## config.mk

```make
export PLATFORM = sky130hd
export DESIGN_NAME = twsc_channel
export DESIGN_NICKNAME = d
export VERILOG_FILES = /design/src/twsc_pkg.sv /design/src/twsc_sync2.sv /design/src/twsc_channel.sv
export VERILOG_INCLUDE_DIRS = /design/src /design/src/src
export SDC_FILE = /design/constraint.sdc
export NUM_CORES = 1
export LEC_CHECK = 0
export BUFFER_PORTS_ARGS = -buffer_cell sky130_fd_sc_hd__buf_2
export CORE_MARGIN = 1.5
export CORE_UTILIZATION = 45
export DETAILED_ROUTE_END_ITERATION = 10
export GPL_TIMING_DRIVEN = 1
export SYNTH_ARGS = -nofsm -noshare
export SYNTH_HDL_FRONTEND = slang
export SYNTH_SLANG_ARGS = --single-unit
export TNS_END_PERCENT = 100
```

## constraint.sdc

```tcl
create_clock -name i_core_clk -period 4.5 [get_ports i_core_clk]
set_input_delay 0.225 -clock i_core_clk [delete_from_list [all_inputs] [get_ports i_core_clk]]
set_output_delay 0.225 -clock i_core_clk [all_outputs]
set_load 0.1 [all_outputs]
```

## src/twsc_defines.svh

```systemverilog
// constants for the three-wire serial channel: offsets, fields, resets, counts
`ifndef TWSC_DEFINES_SVH
`define TWSC_DEFINES_SVH
// register addresses on the internal bus
`define TWSC_MODE_ADDR 16'hFF68
`define TWSC_SHIFT_ADDR 16'hFF69
`define TWSC_AUTO_ADDR 16'hFF6A
`define TWSC_COUNT_ADDR 16'hFF6C
`define TWSC_STAT_ADDR 16'hFF6D
`define TWSC_BUF_BASE 16'hFAC0
// buffer span in bytes, and its address width
`define TWSC_BUF_BYTES 32
`define TWSC_BUF_AW 5
// reset values
`define TWSC_MODE_RESET 8'h00
`define TWSC_AUTO_RESET 8'h00
`define TWSC_COUNT_RESET 8'h00
// writable bits of each register
`define TWSC_MODE_WMASK 8'hE3
`define TWSC_AUTO_WMASK 8'h86
`define TWSC_COUNT_WMASK 8'h1F
// status and auto-control bit positions
`define TWSC_STAT_IRQ_BIT 0
`define TWSC_AUTO_RUN_BIT 3
// clock select code for the timer two output
`define TWSC_SEL_TIMER 2'h2
// bits in a byte, last bit index
`define TWSC_LAST_BIT 3'h7
`endif

```

## src/twsc_pkg.sv

```systemverilog
// types shared by the three-wire serial channel
package twsc_pkg;
  // mode register layout
  typedef struct packed {
    logic       enable;
    logic       lsb_first;
    logic       auto_mode;
    logic [2:0] zero;
    logic [1:0] clk_sel;
  } twsc_mode_t;
  // automatic transfer control layout
  typedef struct packed {
    logic       receive_enable;
    logic [2:0] zero_hi;
    logic       running;
    logic       strobe_en;
    logic       busy_en;
    logic       zero_lo;
  } twsc_auto_t;
  // drive of one pin
  typedef struct packed {
    logic o;
    logic oe;
  } twsc_pin_t;
  // channel sequencer states
  typedef enum logic [1:0] {
    TWSC_IDLE,
    TWSC_XFER,
    TWSC_STROBE,
    TWSC_WAIT
  } twsc_state_t;
endpackage : twsc_pkg

```

## src/twsc_sync2.sv

```systemverilog
// two flip-flop synchroniser for one pin input
`timescale 1ns/1ns
module twsc_sync2 (
  input wire logic i_core_clk,
  input wire logic i_nrst,
  input wire logic i_async,
  output logic o_sync
);
  logic meta; // first stage, read only by the second
  // two stages, idle level high
  always_ff @(posedge i_core_clk)
  begin
    if (!i_nrst)
    begin
      meta <= 1'b1;
      o_sync <= 1'b1;
    end
    else
    begin
      meta <= i_async;
      o_sync <= meta;
    end
  end
endmodule : twsc_sync2

```

## src/twsc_channel.sv

```systemverilog
// three-wire serial channel with plain and automatic multi-byte transfer
`timescale 1ns/1ns
`include "twsc_defines.svh"
module twsc_channel (
  input wire logic i_core_clk,
  input wire logic i_nrst,
  input wire logic [15:0] i_addr,
  input wire logic i_wr,
  input wire logic i_rd,
  input wire logic [7:0] i_wdata,
  input wire logic i_timer_two_tick,
  input wire logic i_prescale_tick,
  input wire logic i_serial_clock_pin,
  input wire logic i_serial_in_pin,
  input wire logic i_busy_pin,
  output logic [7:0] o_rdata,
  output twsc_pkg::twsc_pin_t o_serial_clock_pin,
  output twsc_pkg::twsc_pin_t o_serial_out_pin,
  output twsc_pkg::twsc_pin_t o_strobe_pin,
  output logic o_serial_in_used,
  output logic o_busy_in_used,
  output logic o_channel_irq_flag
);
  // registers
  twsc_pkg::twsc_mode_t serial_mode_control; // mode register
  twsc_pkg::twsc_auto_t auto_transfer_control; // auto control
  logic [`TWSC_BUF_AW-1:0] last_index; // last byte index
  logic [7:0] shift_register; // physical shift order
  logic [7:0] xfer_buf [`TWSC_BUF_BYTES]; // auto data buffer
  logic so_latch; // transmit bit latch
  logic sck_q; // internal serial clock level
  logic [2:0] bit_cnt; // serial clock counter
  logic [`TWSC_BUF_AW-1:0] ptr; // current buffer byte
  twsc_pkg::twsc_state_t state; // sequencer state
  logic sck_prev; // last synced clock level
  // synchronised pins
  logic sck_s;
  logic si_s;
  logic busy_s;

  // pin synchronisers
  twsc_sync2 u_sync_sck (
    .i_core_clk (i_core_clk),
    .i_nrst (i_nrst),
    .i_async (i_serial_clock_pin),
    .o_sync (sck_s)
  );
  twsc_sync2 u_sync_si (
    .i_core_clk (i_core_clk),
    .i_nrst (i_nrst),
    .i_async (i_serial_in_pin),
    .o_sync (si_s)
  );
  twsc_sync2 u_sync_busy (
    .i_core_clk (i_core_clk),
    .i_nrst (i_nrst),
    .i_async (i_busy_pin),
    .o_sync (busy_s)
  );

  // decode of field bits
  wire en = serial_mode_control.enable;
  wire lsb = serial_mode_control.lsb_first;
  wire auto_transfer_enable = serial_mode_control.auto_mode; // plain or auto
  wire ext = ~serial_mode_control.clk_sel[1]; // external clock
  wire re = auto_transfer_control.receive_enable;
  wire stb_en = auto_transfer_control.strobe_en & ~ext;
  wire bsy_en = auto_transfer_control.busy_en & ~ext;

  // bus decode
  wire wr_mode = i_wr & (i_addr == `TWSC_MODE_ADDR);
  wire wr_shift = i_wr & (i_addr == `TWSC_SHIFT_ADDR);
  wire wr_auto = i_wr & (i_addr == `TWSC_AUTO_ADDR);
  wire wr_count = i_wr & (i_addr == `TWSC_COUNT_ADDR);
  wire wr_stat = i_wr & (i_addr == `TWSC_STAT_ADDR);
  // buffer window: upper address bits equal those of the base
  wire in_buf = (i_addr[15:`TWSC_BUF_AW] == 11'(`TWSC_BUF_BASE >> `TWSC_BUF_AW));
  wire [`TWSC_BUF_AW-1:0] buf_idx = i_addr[`TWSC_BUF_AW-1:0];
  wire idle = (state == twsc_pkg::TWSC_IDLE);
  wire wr_buf = i_wr & in_buf & idle;

  // bit-order view for the bus
  wire [7:0] wdata_rev = {i_wdata[0], i_wdata[1], i_wdata[2], i_wdata[3],
                          i_wdata[4], i_wdata[5], i_wdata[6], i_wdata[7]};
  wire [7:0] sr_rev = {shift_register[0], shift_register[1],
                       shift_register[2], shift_register[3],
                       shift_register[4], shift_register[5],
                       shift_register[6], shift_register[7]};
  wire [7:0] wr_view = lsb ? wdata_rev : i_wdata;
  wire [7:0] rd_view = lsb ? sr_rev : shift_register;

  // serial clock source and edges
  wire int_tick = (serial_mode_control.clk_sel == `TWSC_SEL_TIMER) ?
                  i_timer_two_tick : i_prescale_tick;
  wire xfer = (state == twsc_pkg::TWSC_XFER);
  wire ext_fall = sck_prev & ~sck_s;
  wire ext_rise = ~sck_prev & sck_s;
  wire fall_ev = xfer & (ext ? ext_fall : (int_tick & sck_q));
  wire rise_ev = xfer & (ext ? ext_rise : (int_tick & ~sck_q));
  wire byte_done = rise_ev & (bit_cnt == `TWSC_LAST_BIT);

  // start: enabled, idle, internal clock or clock pin high
  // a write while the pin is low loads the register but starts nothing, not queued
  wire start = wr_shift & en & idle & (~ext | sck_s);
  // automatic sequence bookkeeping
  wire last_byte = (ptr == last_index);
  wire auto_more = auto_transfer_enable & ~last_byte; // more bytes to move
  wire [`TWSC_BUF_AW-1:0] ptr_inc = ptr + `TWSC_BUF_AW'(1);
  wire [7:0] rx_byte = {shift_register[6:0], si_s};
  wire can_load = ~(bsy_en & busy_s); // far end ready

  // next state of the sequencer
  twsc_pkg::twsc_state_t next_state;
  always_comb
  begin
    next_state = state;
    case (state)
      twsc_pkg::TWSC_IDLE:
        if (start)
          next_state = twsc_pkg::TWSC_XFER;
      twsc_pkg::TWSC_XFER:
        if (byte_done)
        begin
          // stop after eight bits unless more to stream
          if (!auto_more)
            next_state = twsc_pkg::TWSC_IDLE;
          else if (stb_en)
            next_state = twsc_pkg::TWSC_STROBE;
          else
            next_state = twsc_pkg::TWSC_WAIT;
        end
      // strobe lasts one rate tick
      twsc_pkg::TWSC_STROBE:
        if (int_tick)
          next_state = twsc_pkg::TWSC_WAIT;
      // hold the next byte while the far end is busy
      twsc_pkg::TWSC_WAIT:
        if (can_load)
          next_state = twsc_pkg::TWSC_XFER;
      default:
        next_state = twsc_pkg::TWSC_IDLE;
    endcase
    if (!en)
      next_state = twsc_pkg::TWSC_IDLE; // stopped mode
  end
  // reload from the buffer as the wait ends
  wire load_next = (state == twsc_pkg::TWSC_WAIT) & can_load & en;

  // sequencer state
  always_ff @(posedge i_core_clk)
  begin
    if (!i_nrst)
      state <= twsc_pkg::TWSC_IDLE;
    else
      state <= next_state;
  end

  // mode register; reset clears it
  always_ff @(posedge i_core_clk)
  begin
    if (!i_nrst)
      serial_mode_control <= `TWSC_MODE_RESET;
    else if (wr_mode)
      serial_mode_control <= i_wdata & `TWSC_MODE_WMASK; // zeros kept
  end

  // auto control; running bit tracks the stream
  always_ff @(posedge i_core_clk)
  begin
    if (!i_nrst)
      auto_transfer_control <= `TWSC_AUTO_RESET;
    else
    begin
      if (wr_auto)
        auto_transfer_control <= (i_wdata & `TWSC_AUTO_WMASK) |
          {4'h0, auto_transfer_control.running, 3'h0};
      // running set on an automatic start, cleared at the end
      if (start & auto_transfer_enable)
        auto_transfer_control.running <= 1'b1;
      else if (next_state == twsc_pkg::TWSC_IDLE)
        auto_transfer_control.running <= 1'b0;
    end
  end

  // last byte index for the stream
  always_ff @(posedge i_core_clk)
  begin
    if (!i_nrst)
      last_index <= `TWSC_BUF_AW'(`TWSC_COUNT_RESET);
    else if (wr_count & idle)
      last_index <= i_wdata[`TWSC_BUF_AW-1:0]; // up to 32 bytes
  end

  // byte pointer into the buffer
  always_ff @(posedge i_core_clk)
  begin
    if (!i_nrst)
      ptr <= '0;
    // every start restarts from the first byte
    else if (start)
      ptr <= '0;
    else if (byte_done & auto_more)
      ptr <= ptr_inc;
  end

  // shift register: bus write, load, shift in
  always_ff @(posedge i_core_clk)
  begin
    if (!i_nrst)
      shift_register <= 8'h00;
    else if (wr_shift & idle)
    begin
      // auto start takes its first byte from the buffer
      if (start & auto_transfer_enable)
        shift_register <= xfer_buf[0];
      else
        shift_register <= wr_view; // plain register too
    end
    else if (load_next)
      shift_register <= xfer_buf[ptr];
    else if (rise_ev & en)
      shift_register <= rx_byte;
  end

  // transmit latch: low on write, next bit on fall
  always_ff @(posedge i_core_clk)
  begin
    if (!i_nrst)
      so_latch <= 1'b0;
    // forced low even mid-byte; the next fall restores it
    else if (wr_shift)
      so_latch <= 1'b0;
    else if (fall_ev)
      so_latch <= shift_register[7];
  end

  // serial clock counter, cleared while disabled
  always_ff @(posedge i_core_clk)
  begin
    if (!i_nrst)
      bit_cnt <= 3'h0;
    else if (!en || start || load_next)
      bit_cnt <= 3'h0;
    else if (rise_ev)
      bit_cnt <= bit_cnt + 3'h1;
  end

  // internal clock: toggles during a byte, else high
  always_ff @(posedge i_core_clk)
  begin
    if (!i_nrst)
      sck_q <= 1'b1;
    // never toggles while stopped, external or between bytes
    else if (!en || ext || !xfer)
      sck_q <= 1'b1;
    else if (int_tick)
      sck_q <= ~sck_q;
  end

  // previous synced external clock level
  always_ff @(posedge i_core_clk)
  begin
    if (!i_nrst)
      // idle level, so no false edge follows reset
      sck_prev <= 1'b1;
    else
      sck_prev <= sck_s;
  end

  // buffer: bus writes while idle, received bytes stored
  always_ff @(posedge i_core_clk)
  begin
    // no reset: contents undefined until written
    if (wr_buf)
      xfer_buf[buf_idx] <= i_wdata;
    else if (byte_done & auto_transfer_enable & re)
      xfer_buf[ptr] <= rx_byte;
  end

  // flag: hardware set beats software clear
  always_ff @(posedge i_core_clk)
  begin
    if (!i_nrst)
      o_channel_irq_flag <= 1'b0;
    else if (byte_done)
      o_channel_irq_flag <= 1'b1;
    // a byte end and a clear in one cycle leave it set
    else if (wr_stat)
      o_channel_irq_flag <= 1'b0;
  end

  // read data selection
  logic [7:0] rd_mux;
  always_comb
  begin
    // unmapped addresses read as zero
    rd_mux = 8'h00;
    if (i_addr == `TWSC_MODE_ADDR)
      rd_mux = serial_mode_control;
    else if (i_addr == `TWSC_SHIFT_ADDR)
      rd_mux = rd_view;
    else if (i_addr == `TWSC_AUTO_ADDR)
      rd_mux = auto_transfer_control;
    else if (i_addr == `TWSC_COUNT_ADDR)
      rd_mux = 8'(last_index);
    else if (i_addr == `TWSC_STAT_ADDR)
      rd_mux = 8'(o_channel_irq_flag);
    else if (in_buf)
      rd_mux = xfer_buf[buf_idx];
  end

  // registered read data
  always_ff @(posedge i_core_clk)
  begin
    if (!i_nrst)
      o_rdata <= 8'h00;
    else if (i_rd)
      o_rdata <= rd_mux;
  end

  // pin drives; all released while stopped
  always_ff @(posedge i_core_clk)
  begin
    if (!i_nrst)
    begin
      o_serial_clock_pin <= 2'b10;
      o_serial_out_pin <= 2'b00;
      o_strobe_pin <= 2'b00;
      o_serial_in_used <= 1'b0;
      o_busy_in_used <= 1'b0;
    end
    else
    begin
      // clock driven only for internal sources
      o_serial_clock_pin.o <= sck_q;
      o_serial_clock_pin.oe <= en & ~ext;
      o_serial_out_pin.o <= so_latch;
      o_serial_out_pin.oe <= en;
      // strobe high for one tick between bytes
      o_strobe_pin.o <= (state == twsc_pkg::TWSC_STROBE);
      o_strobe_pin.oe <= en & auto_transfer_enable & stb_en;
      // input pins claimed only when used
      o_serial_in_used <= en & (~auto_transfer_enable | re);
      o_busy_in_used <= en & auto_transfer_enable & bsy_en;
    end
  end
endmodule : twsc_channel

```

==> results.py, run 1 <==
metrics = {
    "drt": {
        "vias_per_cell": 6.51,
        "vias": 10176,
        "drt_iter0_drc": 1255,
        "drt-total-wl_mm": 44.7,
        "wire_per_inst_microns": 28.6,
        "drc": 0,
        "firstDrtPassIters": 6,
        "ant_nets": 0,
    },
    "run": {
        "cap_violations": 0,
    },
    "die": {
        "die_area_sq_um": 35300,
        "pin_count": 50,
        "die_h_microns": 188,
        "core-area_sq_um": 33600,
        "start_util_pct": 45.8,
        "rows": 67,
        "dieWidth_microns": 188,
    },
    "placed_design": {
        "dpl.hpwl_mm": 31.2,
        "dp.cells": 1498,
        "io_buffers": 49,
        "place.gp.congestion": 0.920,
    },
    "finish": {
        "drive_gt1_share_pct": 25.4,
        "diodes": 0,
        "final_nets": 1126,
        "final_util_pct": 51.4,
        "syn_to_final_growth_pct": 12.3,
        "num-fill-cells": 2820,
        "instances_no_fill": 1564,
    },
    "setup_path": {
        "slowest_delay_ns": 0.73,
        "crit_fanout": 19,
        "cp_cell_sequence": "inv_1 > o32ai_1 > and4_1 > buf_4 > a32oi_2 > nor2_1",
        "critPathLaunchType": "flip-flop",
        "crit_slowest_cell": "nor2_1",
        "cp.arrival_ns": 3.23,
        "critPathCaptureType": "flip-flop",
        "cpLargestDelayFamily": "simple AND/OR/NAND/NOR gates",
        "worst-path-buf-inv": 2,
        "critPathKind": "reg -> reg",
        "crit_required_ns": 4.66,
    },
    "yosys": {
        "yosysTopAreaCellShare_pct": 49.9,
        "syn-num-nets": 1070,
        "synth-seq-cells": 319,
        "synth_ff_type": "edfxtp_1",
        "synth_edf_count": 256,
        "yosys-top-cells-count": "edfxtp_1, mux4_2, nor2_1",
        "synth_most_common_cell": "edfxtp_1",
        "ys_seq_area_share_pct": 58.1,
        "synthesis.instances": 1034,
        "netlist_area_sq_um": 15400,
        "yosys-top-cells-area": "edfxtp_1, mux4_2, dfxtp_1",
        "synth_top_cell_by_area": "edfxtp_1",
        "synth_cell_types": 79,
        "synth-warning-count": 0,
        "synth-async-reset-ratio_pct": 0,
        "avgSynthCellArea_sq_um": 14.9,
    },
    "clocking": {
        "htree_levels": 2,
        "clkSlewWorstSetupHoldPaths_ns": 0.06,
        "cts_resized": 0,
        "clk_path_buf_depth": 3,
        "cts_setup_buffers": 0,
        "clk_latency_ns": 0.53,
        "clock-sinks": 319,
        "cts_made_buffers": 35,
        "root_buffer": "clkbuf_16",
        "cts_tree": "done",
    },
    "global_routing": {
        "grt_overflow": 0,
        "antenna_found_initial": 0,
        "grt_max_degree": 39,
        "grt_pass1_vias": 9990,
        "grt_pass1_wl_mm": 65.5,
        "grt_util_all_layers_pct": 25.4,
    },
    "timing": {
        "fmax_ghz": 0.326,
        "setup_violations": 0,
        "rsz0062_at_grt": "no",
        "skew_ns": 0.0150,
        "worst_pin_slew_ns": 1.06,
        "hold_viol_final": 0,
        "setup_tns_ns": 0,
        "finalCriticalPeriod_ns": 3.07,
        "fin_crit_sh_pct": 68.3,
        "drv_slew": 0,
        "fin_hold_ws_ns": 0.0142,
        "maxSlewHeadroom_pct": 28.9,
    },
    "power_and_ir_drop": {
        "p_seq_share_pct": 49.8,
        "p_sw_mw": 1.40,
        "p_leak_nw": 5.50,
        "power.density_nw_per_um2": 370,
        "p_comb_share_pct": 5.2,
        "power.total_mw": 6.40,
        "intPower_mw": 5.00,
        "ir_drop_uv": 244,
        "netSwitchingFraction_pct": 21.9,
        "p_clk_share_pct": 45.0,
    },
    "worst_hold_path": {
        "hp-class": "in -> reg",
    },
    "run_status": {
        "status": "finished clean",
    },
}
[cell type report]
cell class                 instances  area [sq um]  share of cell area [%]
sequential                       319          8950                    51.8
clock buffer                      43           927                    5.36
timing repair buffer              85           551                    3.18
clock inverter                    20           216                    1.25
inverter                          10          37.5                   0.217
tap                              448           561                    3.24
multi-input combinational        639          6050                    35.0
[registers in the layout (all words and copies together), names as in the netlist, 2 cells and up, named ones only]
register	cells
auto_transfer_control	3
bit_cnt	3
last_index	5
o_rdata	8
o_serial_clock_pin	2
o_serial_out_pin	2
o_strobe_pin	2
ptr	5
serial_mode_control	2
shift_register	8
state	2
xfer_buf	256
[worst min-delay path: stages]
cell and delay (ns):
buf_2 0.13, nand3_1 0.07, a21oi_1 0.06
[logic make-up (layout without fill, tap and decap cells)]
kind of cell,Yosys count,after routing,synth area share (%)
flip-flops,319,319,58.1
AO/OA/AOI/OAI,162,162,7.56
AND/OR/NAND/NOR,281,281,9.38
adder cells (fa/ha/maj),3,3,0.244
buffers and inverters,76,158,2.63
multiplexers,182,182,21.5
XOR/XNOR,11,11,0.625
[cells in the final DEF, fill, tap and decap left out, types with 11 or more instances in the layout]
master	n
edfxtp_1	256
mux4_2	117
nor2_1	82
dfxtp_1	61
mux2i_1	50
buf_2	48
nand2_1	45
o22ai_1	39
clkbuf_16	36
nand3_1	33
buf_4	32
a21oi_1	31
nor3_1	28
nand2b_1	17
nor2b_1	15
a22oi_1	12
o21ai_0	11
[repair_timing]
action | CTS | global route
setup endpoints to repair | 0 | 0
endpoints found under the hold margin | 3 | 0
hold buffers | 3 | 0
[metal layers]
layer / track usage, % / vias up / wire (microns)
met5: 0 / - / 0
met3: 5.63 / 101 / 4070
li1: - / 4309 / -
met4: 9.75 / 0 / 1800
met1: 35.8 / 5212 / 18500
met2: 38.6 / 554 / 20300
[power by group through the flow]
stage,registers [mW],clock network (mW),logic [mW]
6_report,3.19,2.88,0.332
5_1_grt,3.19,3.02,0.348
4_1_cts,3.19,2.91,0.330
3_5_place_dp,3.25,0,0.327
3_3_place_gp,3.25,0,0.327
2_1_floorplan,3.27,0,0.185
[metrics by stage]
| step | setup WS [ns] | cell area (sq um) |
|---|---|---|
| 2_1_floorplan | 2.15 | 15400 |
| 3_3_place_gp | 1.47 | 16100 |
| 3_5_place_dp | 1.40 | 16100 |
| 4_1_cts | 1.49 | 17300 |
| 5_1_grt | 1.27 | 17300 |
| 6_report | 1.43 | 17300 |
[worst paths after layout]
check,from,end,slack (ns),cells after the start
max,serial_mode_control[1],xfer_buf[13][5],1.43,6
max reg2reg,serial_mode_control[1],xfer_buf[13][5],1.43,6
min,i_wdata[5],auto_transfer_enable,0.01,3
min reg2reg,u_sync_sck.meta,u_sync_sck.o_sync,0.40,1
(Power assumes the default switching activity.)
==> inputs of run 2 (changes only) <==
- clock period: 4.5 -> 2.9 ns (I/O delays scaled with it)
==> results.py, run 2 (synthesis gave the netlist of run 1 again) <==
metrics = {
    "drt": {
        "drt_iter0_drc": 1273,
        "firstDrtPassIters": 5,
        "vias_per_cell": 6.38,
        "ant_nets": 0,
        "drt-total-wl_mm": 45.2,
        "wire_per_inst_microns": 27.9,
        "drc": 0,
        "vias": 10323,
    },
    "timing": {
        "setup_violations": 0,
        "fmax_ghz": 0.359,
        "hold_viol_final": 0,
        "finalCriticalPeriod_ns": 2.78,
        "worst_pin_slew_ns": 0.826,
        "drv_slew": 0,
        "setup_tns_ns": 0,
        "rsz0062_at_grt": "no",
        "maxSlewHeadroom_pct": 44.8,
        "skew_ns": 0.0152,
        "fin_crit_sh_pct": 96.0,
    },
    "die": {
        "die_h_microns": 188,
        "core-area_sq_um": 33600,
        "pin_count": 50,
        "rows": 67,
        "start_util_pct": 45.8,
        "die_area_sq_um": 35300,
        "dieWidth_microns": 188,
    },
    "clocking": {
        "htree_levels": 2,
        "cts_tree": "done",
        "clkSlewWorstSetupHoldPaths_ns": 0.06,
        "root_buffer": "clkbuf_16",
        "cts_made_buffers": 35,
        "clk_latency_ns": 0.53,
        "clock-sinks": 319,
        "clk_path_buf_depth": 3,
    },
    "global_routing": {
        "grt_util_all_layers_pct": 25.9,
        "antenna_found_initial": 0,
        "grt_pass1_wl_mm": 66.8,
        "grt_pass1_vias": 10158,
        "grt_overflow": 0,
        "grt_max_degree": 46,
    },
    "worst_hold_path": {
        "hp-class": "in -> reg",
        "hp-start": "i_timer_two_tick",
    },
    "finish": {
        "layout_commonest_cell": "edfxtp_1",
        "largest_reg_flops": 256,
        "diodes": 0,
        "syn_to_final_growth_pct": 15.5,
        "final_nets": 1181,
        "top_regs": "xfer_buf: 256 flops, o_rdata: 8 flops, shift_register: 8 flops",
        "top_register": "xfer_buf",
        "layout_common_cells": "edfxtp_1, mux4_2, nor2_1",
        "drive_gt1_share_pct": 28.7,
        "instances_no_fill": 1618,
    },
    "placed_design": {
        "place.gp.congestion": 0.947,
        "dp.cells": 1543,
        "io_buffers": 49,
        "dpl.hpwl_mm": 32.2,
    },
    "power_and_ir_drop": {
        "p_leak_nw": 5.77,
        "ir_drop_uv": 621,
        "power.density_nw_per_um2": 554,
    },
    "setup_path": {
        "critPathKind": "reg -> reg",
        "cp.arrival_ns": 2.94,
        "critPathLaunchType": "flip-flop",
        "startpoint": "serial_mode_control[0]",
        "critPathCaptureType": "flip-flop",
        "crit_required_ns": 3.06,
        "crit_fanout": 8,
        "worstReg2RegStart": "serial_mode_control[0]",
    },
    "run_status": {
        "status": "finished clean",
    },
    "run": {
        "cap_violations": 0,
    },
}
run 2: cell count changes in the layout (fill, tap and decap cells not counted), sizes merged:
cell / previous run / this run
buf: 82 / 127
bufinv: 4 / 3
clkbuf: 43 / 42
dlygate4sd3: 3 / 13
clkinvlp: 3 / 4
run 2: metrics by stage:
stage	hold slack, ns	utilization [%]	total power, mW	setup slack, ns	area [sq um]
after floorplan	0.246	-	5.35	0.555	15400
after global placement	0.333	49.1	5.56	0.131	16500
after detailed placement	0.331	49.1	5.56	0.0360	16500
after CTS	0.0559	52.9	9.91	0.0308	17800
after global routing	0.0691	52.9	10.1	0.0168	17800
final	0.0733	52.9	9.85	0.116	17800
run 2: what timing repair did:
item / 4_1_cts / 5_1_grt
resized for setup: 0 / 6
setup buffers: 0 / 0
hold endpoints to repair: 18 / 0
hold buffers: 13 / 0
endpoints found under the setup margin: 0 / 43
run 2: final timing paths:
| kind | endpoint | slack, ns | depth (start not counted) |
|---|---|---|---|
| worst max register to register | xfer_buf[1][6] | 0.12 | 6 |
| worst min register to register | u_sync_sck.o_sync | 0.41 | 1 |
| worst max-delay path | xfer_buf[1][6] | 0.12 | 6 |
| worst min-delay path | sck_q | 0.07 | 4 |
run 2: final cells by class:
type	count	area, sq um
Fill cell	2805	15800
Sequential cell	319	8950
Multi-Input combinational cell	639	6060
Timing Repair Buffer	140	1050
Clock buffer	42	922
Tap cell	448	561
Clock inverter	20	195
Inverter	10	37.5
run 2: metal layers:
metal  wire [microns]  vias to the layer above  track usage [%]  share of wire (%)
met3             4180                       96             4.62                9.2
met5                0                        -                0                  0
li1                 -                     4407                -                  -
met2            20300                      558             39.6                 45
met1            19100                     5262             37.6                 42
met4             1550                        0             8.62                3.4
run 2: report_power, final:
part | internal [mW] | total [mW] | switching [mW]
sequential | 4.94 | 4.95 | 0.00485
clock | 2.55 | 4.37 | 1.82
combinational | 0.195 | 0.543 | 0.347
run 2: worst max-delay path, stage by stage, from the launching register on:
cell and delay (ns):
dfxtp_1 0.39, mux2i_1 0.14, o32ai_1 0.29, and4_1 0.50, a32oi_2 0.29, buf_4 0.27, nor2_1 0.53
==> inputs of run 3 (changes only) <==
- BUFFER_PORTS_ARGS: -buffer_cell sky130_fd_sc_hd__buf_2 -> -buffer_cell sky130_fd_sc_hd__clkbuf_2
- SLEW_MARGIN: not set -> 5
==> results.py, run 3 (synthesis gave the netlist of run 1 again) <==
metrics = {
    "setup_path": {
        "slowest_delay_ns": 0.71,
        "critPathCaptureType": "flip-flop",
        "crit_required_ns": 3.03,
        "worst-path-buf-inv": 0,
        "crit_slowest_cell": "nor2_1",
        "cpLargestDelayFamily": "simple AND/OR/NAND/NOR gates",
        "critPathKind": "reg -> reg",
        "critPathLaunchType": "flip-flop",
        "crit_fanout": 8,
        "cp_cell_sequence": "mux2i_1 > o32ai_1 > and4_1 > a41oi_1 > nor2_1",
        "cp.arrival_ns": 2.94,
    },
    "die": {
        "dieWidth_microns": 188,
        "core-area_sq_um": 33600,
        "rows": 67,
        "die_h_microns": 188,
        "start_util_pct": 45.8,
        "die_area_sq_um": 35300,
        "pin_count": 50,
    },
    "drt": {
        "drc": 0,
        "drt-total-wl_mm": 45.4,
        "firstDrtPassIters": 5,
        "wire_per_inst_microns": 28.0,
        "ant_nets": 0,
        "vias_per_cell": 6.29,
        "vias": 10190,
        "drt_iter0_drc": 1262,
    },
    "placed_design": {
        "place_area_sq_um": 16600,
        "dpl.hpwl_mm": 32.0,
        "place.gp.congestion": 0.956,
        "io_buffers": 49,
    },
    "finish": {
        "layout_commonest_cell": "edfxtp_1",
        "top_register": "xfer_buf",
        "multi_input_area_sq_um": 6050,
        "regArea_sq_um": 8950,
        "layout_common_cells": "edfxtp_1, mux4_2, nor2_1",
        "final_nets": 1185,
        "diodes": 0,
        "top_regs": "xfer_buf: 256 flops, o_rdata: 8 flops, shift_register: 8 flops",
        "design_area_sq_um": 17800,
        "syn_to_final_growth_pct": 15.8,
        "drive_gt1_share_pct": 28.2,
        "num-fill-cells": 2758,
        "largest_reg_flops": 256,
    },
    "timing": {
        "setup_tns_ns": 0,
        "finalCriticalPeriod_ns": 2.81,
        "hold_viol_final": 0,
        "worst_pin_slew_ns": 0.790,
        "skew_ns": 0.0207,
        "maxSlewHeadroom_pct": 47.1,
        "fin_crit_sh_pct": 96.9,
        "drv_slew": 0,
        "setup_violations": 0,
        "rsz0062_at_grt": "no",
        "fmax_ghz": 0.356,
    },
    "clocking": {
        "cts_setup_buffers": 0,
        "clk_path_buf_depth": 3,
        "clkSlewWorstSetupHoldPaths_ns": 0.06,
        "cts_made_buffers": 35,
        "cts_tree": "done",
        "clock-sinks": 319,
        "root_buffer": "clkbuf_16",
        "htree_levels": 2,
        "clk_latency_ns": 0.52,
    },
    "power_and_ir_drop": {
        "p_leak_nw": 5.82,
        "ir_drop_uv": 338,
        "power.density_nw_per_um2": 547,
    },
    "global_routing": {
        "grt_pass1_wl_mm": 66.8,
        "antenna_found_initial": 0,
        "grt_pass1_vias": 10056,
        "grt_overflow": 0,
        "grt_max_degree": 67,
        "grt_util_all_layers_pct": 26.0,
    },
    "worst_hold_path": {
        "hp-class": "in -> reg",
    },
    "run_status": {
        "status": "finished clean",
    },
    "run": {
        "cap_violations": 0,
    },
}
## run 3: cell types whose count changed in the layout (fill, tap and decap cells not counted), moves of 2 or more
cell / delta
clkbuf_2: +47
nor2_2: -5
dlygate4sd3_1: -2
clkbuf_16: +3
clkinv_4: -3
clkinvlp_4: -4
buf_2: -47
bufinv_16: -2
clkbuf_1: +4
nor2_1: +5
buf_12: +5
## run 3: path summary, 6_finish.rpt
check / from / to / slack [ns] / cells past startpoint
worst max register to register: serial_mode_control[0] / xfer_buf[9][4] / 0.09 / 5
worst max-delay path: serial_mode_control[0] / xfer_buf[9][4] / 0.09 / 5
worst min-delay path: i_rd / o_rdata[5] / 0.06 / 2
worst min register to register: u_sync_sck.meta / u_sync_sck.o_sync / 0.41 / 1
## run 3: layout make-up
type | count | share of cell area [%]
repair buffers | 144 | 6.39
inverters | 10 | 0.211
flip-flops and latches | 319 | 50.2
multi-input cells | 639 | 33.9
clock buffers | 48 | 5.60
clock inverters | 13 | 0.505
well taps | 448 | 3.14
## run 3: repair_timing
| item | CTS | global route |
|---|---|---|
| endpoints found under the setup margin | 0 | 8 |
| endpoints found under the hold margin | 16 | 0 |
| hold buffers | 11 | 0 |
| resized for setup | 0 | 1 |
## run 3: layer usage
| layer | wire length [microns] | track usage (%) |
|---|---|---|
| met3 | 3850 | 4.92 |
| met2 | 20900 | 39.9 |
| met5 | 0 | 0 |
| met4 | 1580 | 9.45 |
| met1 | 19000 | 37.0 |
## run 3: worst reg2reg max path: stages, from the launching register on
cell     delay, ns
dfxtp_1       0.38
mux2i_1       0.14
o32ai_1       0.32
and4_1        0.51
a41oi_1       0.36
nor2_1        0.71
## run 3: through the flow
stage	hold WS, ns	power [mW]	cells	setup WS, ns	utilization (%)
4_1_cts	0.0325	9.82	1621	0.0920	53.0
5_1_grt	0.0663	10.0	1621	0.00258	53.0
2_1_floorplan	0.246	5.35	1034	0.555	-
6_report	0.0627	9.76	1621	0.0895	53.0
3_3_place_gp	0.335	5.57	1549	0.258	49.5
3_5_place_dp	0.338	5.57	1549	0.119	49.5
## run 3: where the power goes
part	switching [mW]	internal (mW)	leakage [nW]	total [mW]
Sequential	0.00456	4.94	2.81	4.95
Combinational	0.349	0.201	2.47	0.550
Clock	1.77	2.50	0.538	4.26
Total	2.12	7.64	5.82	9.76
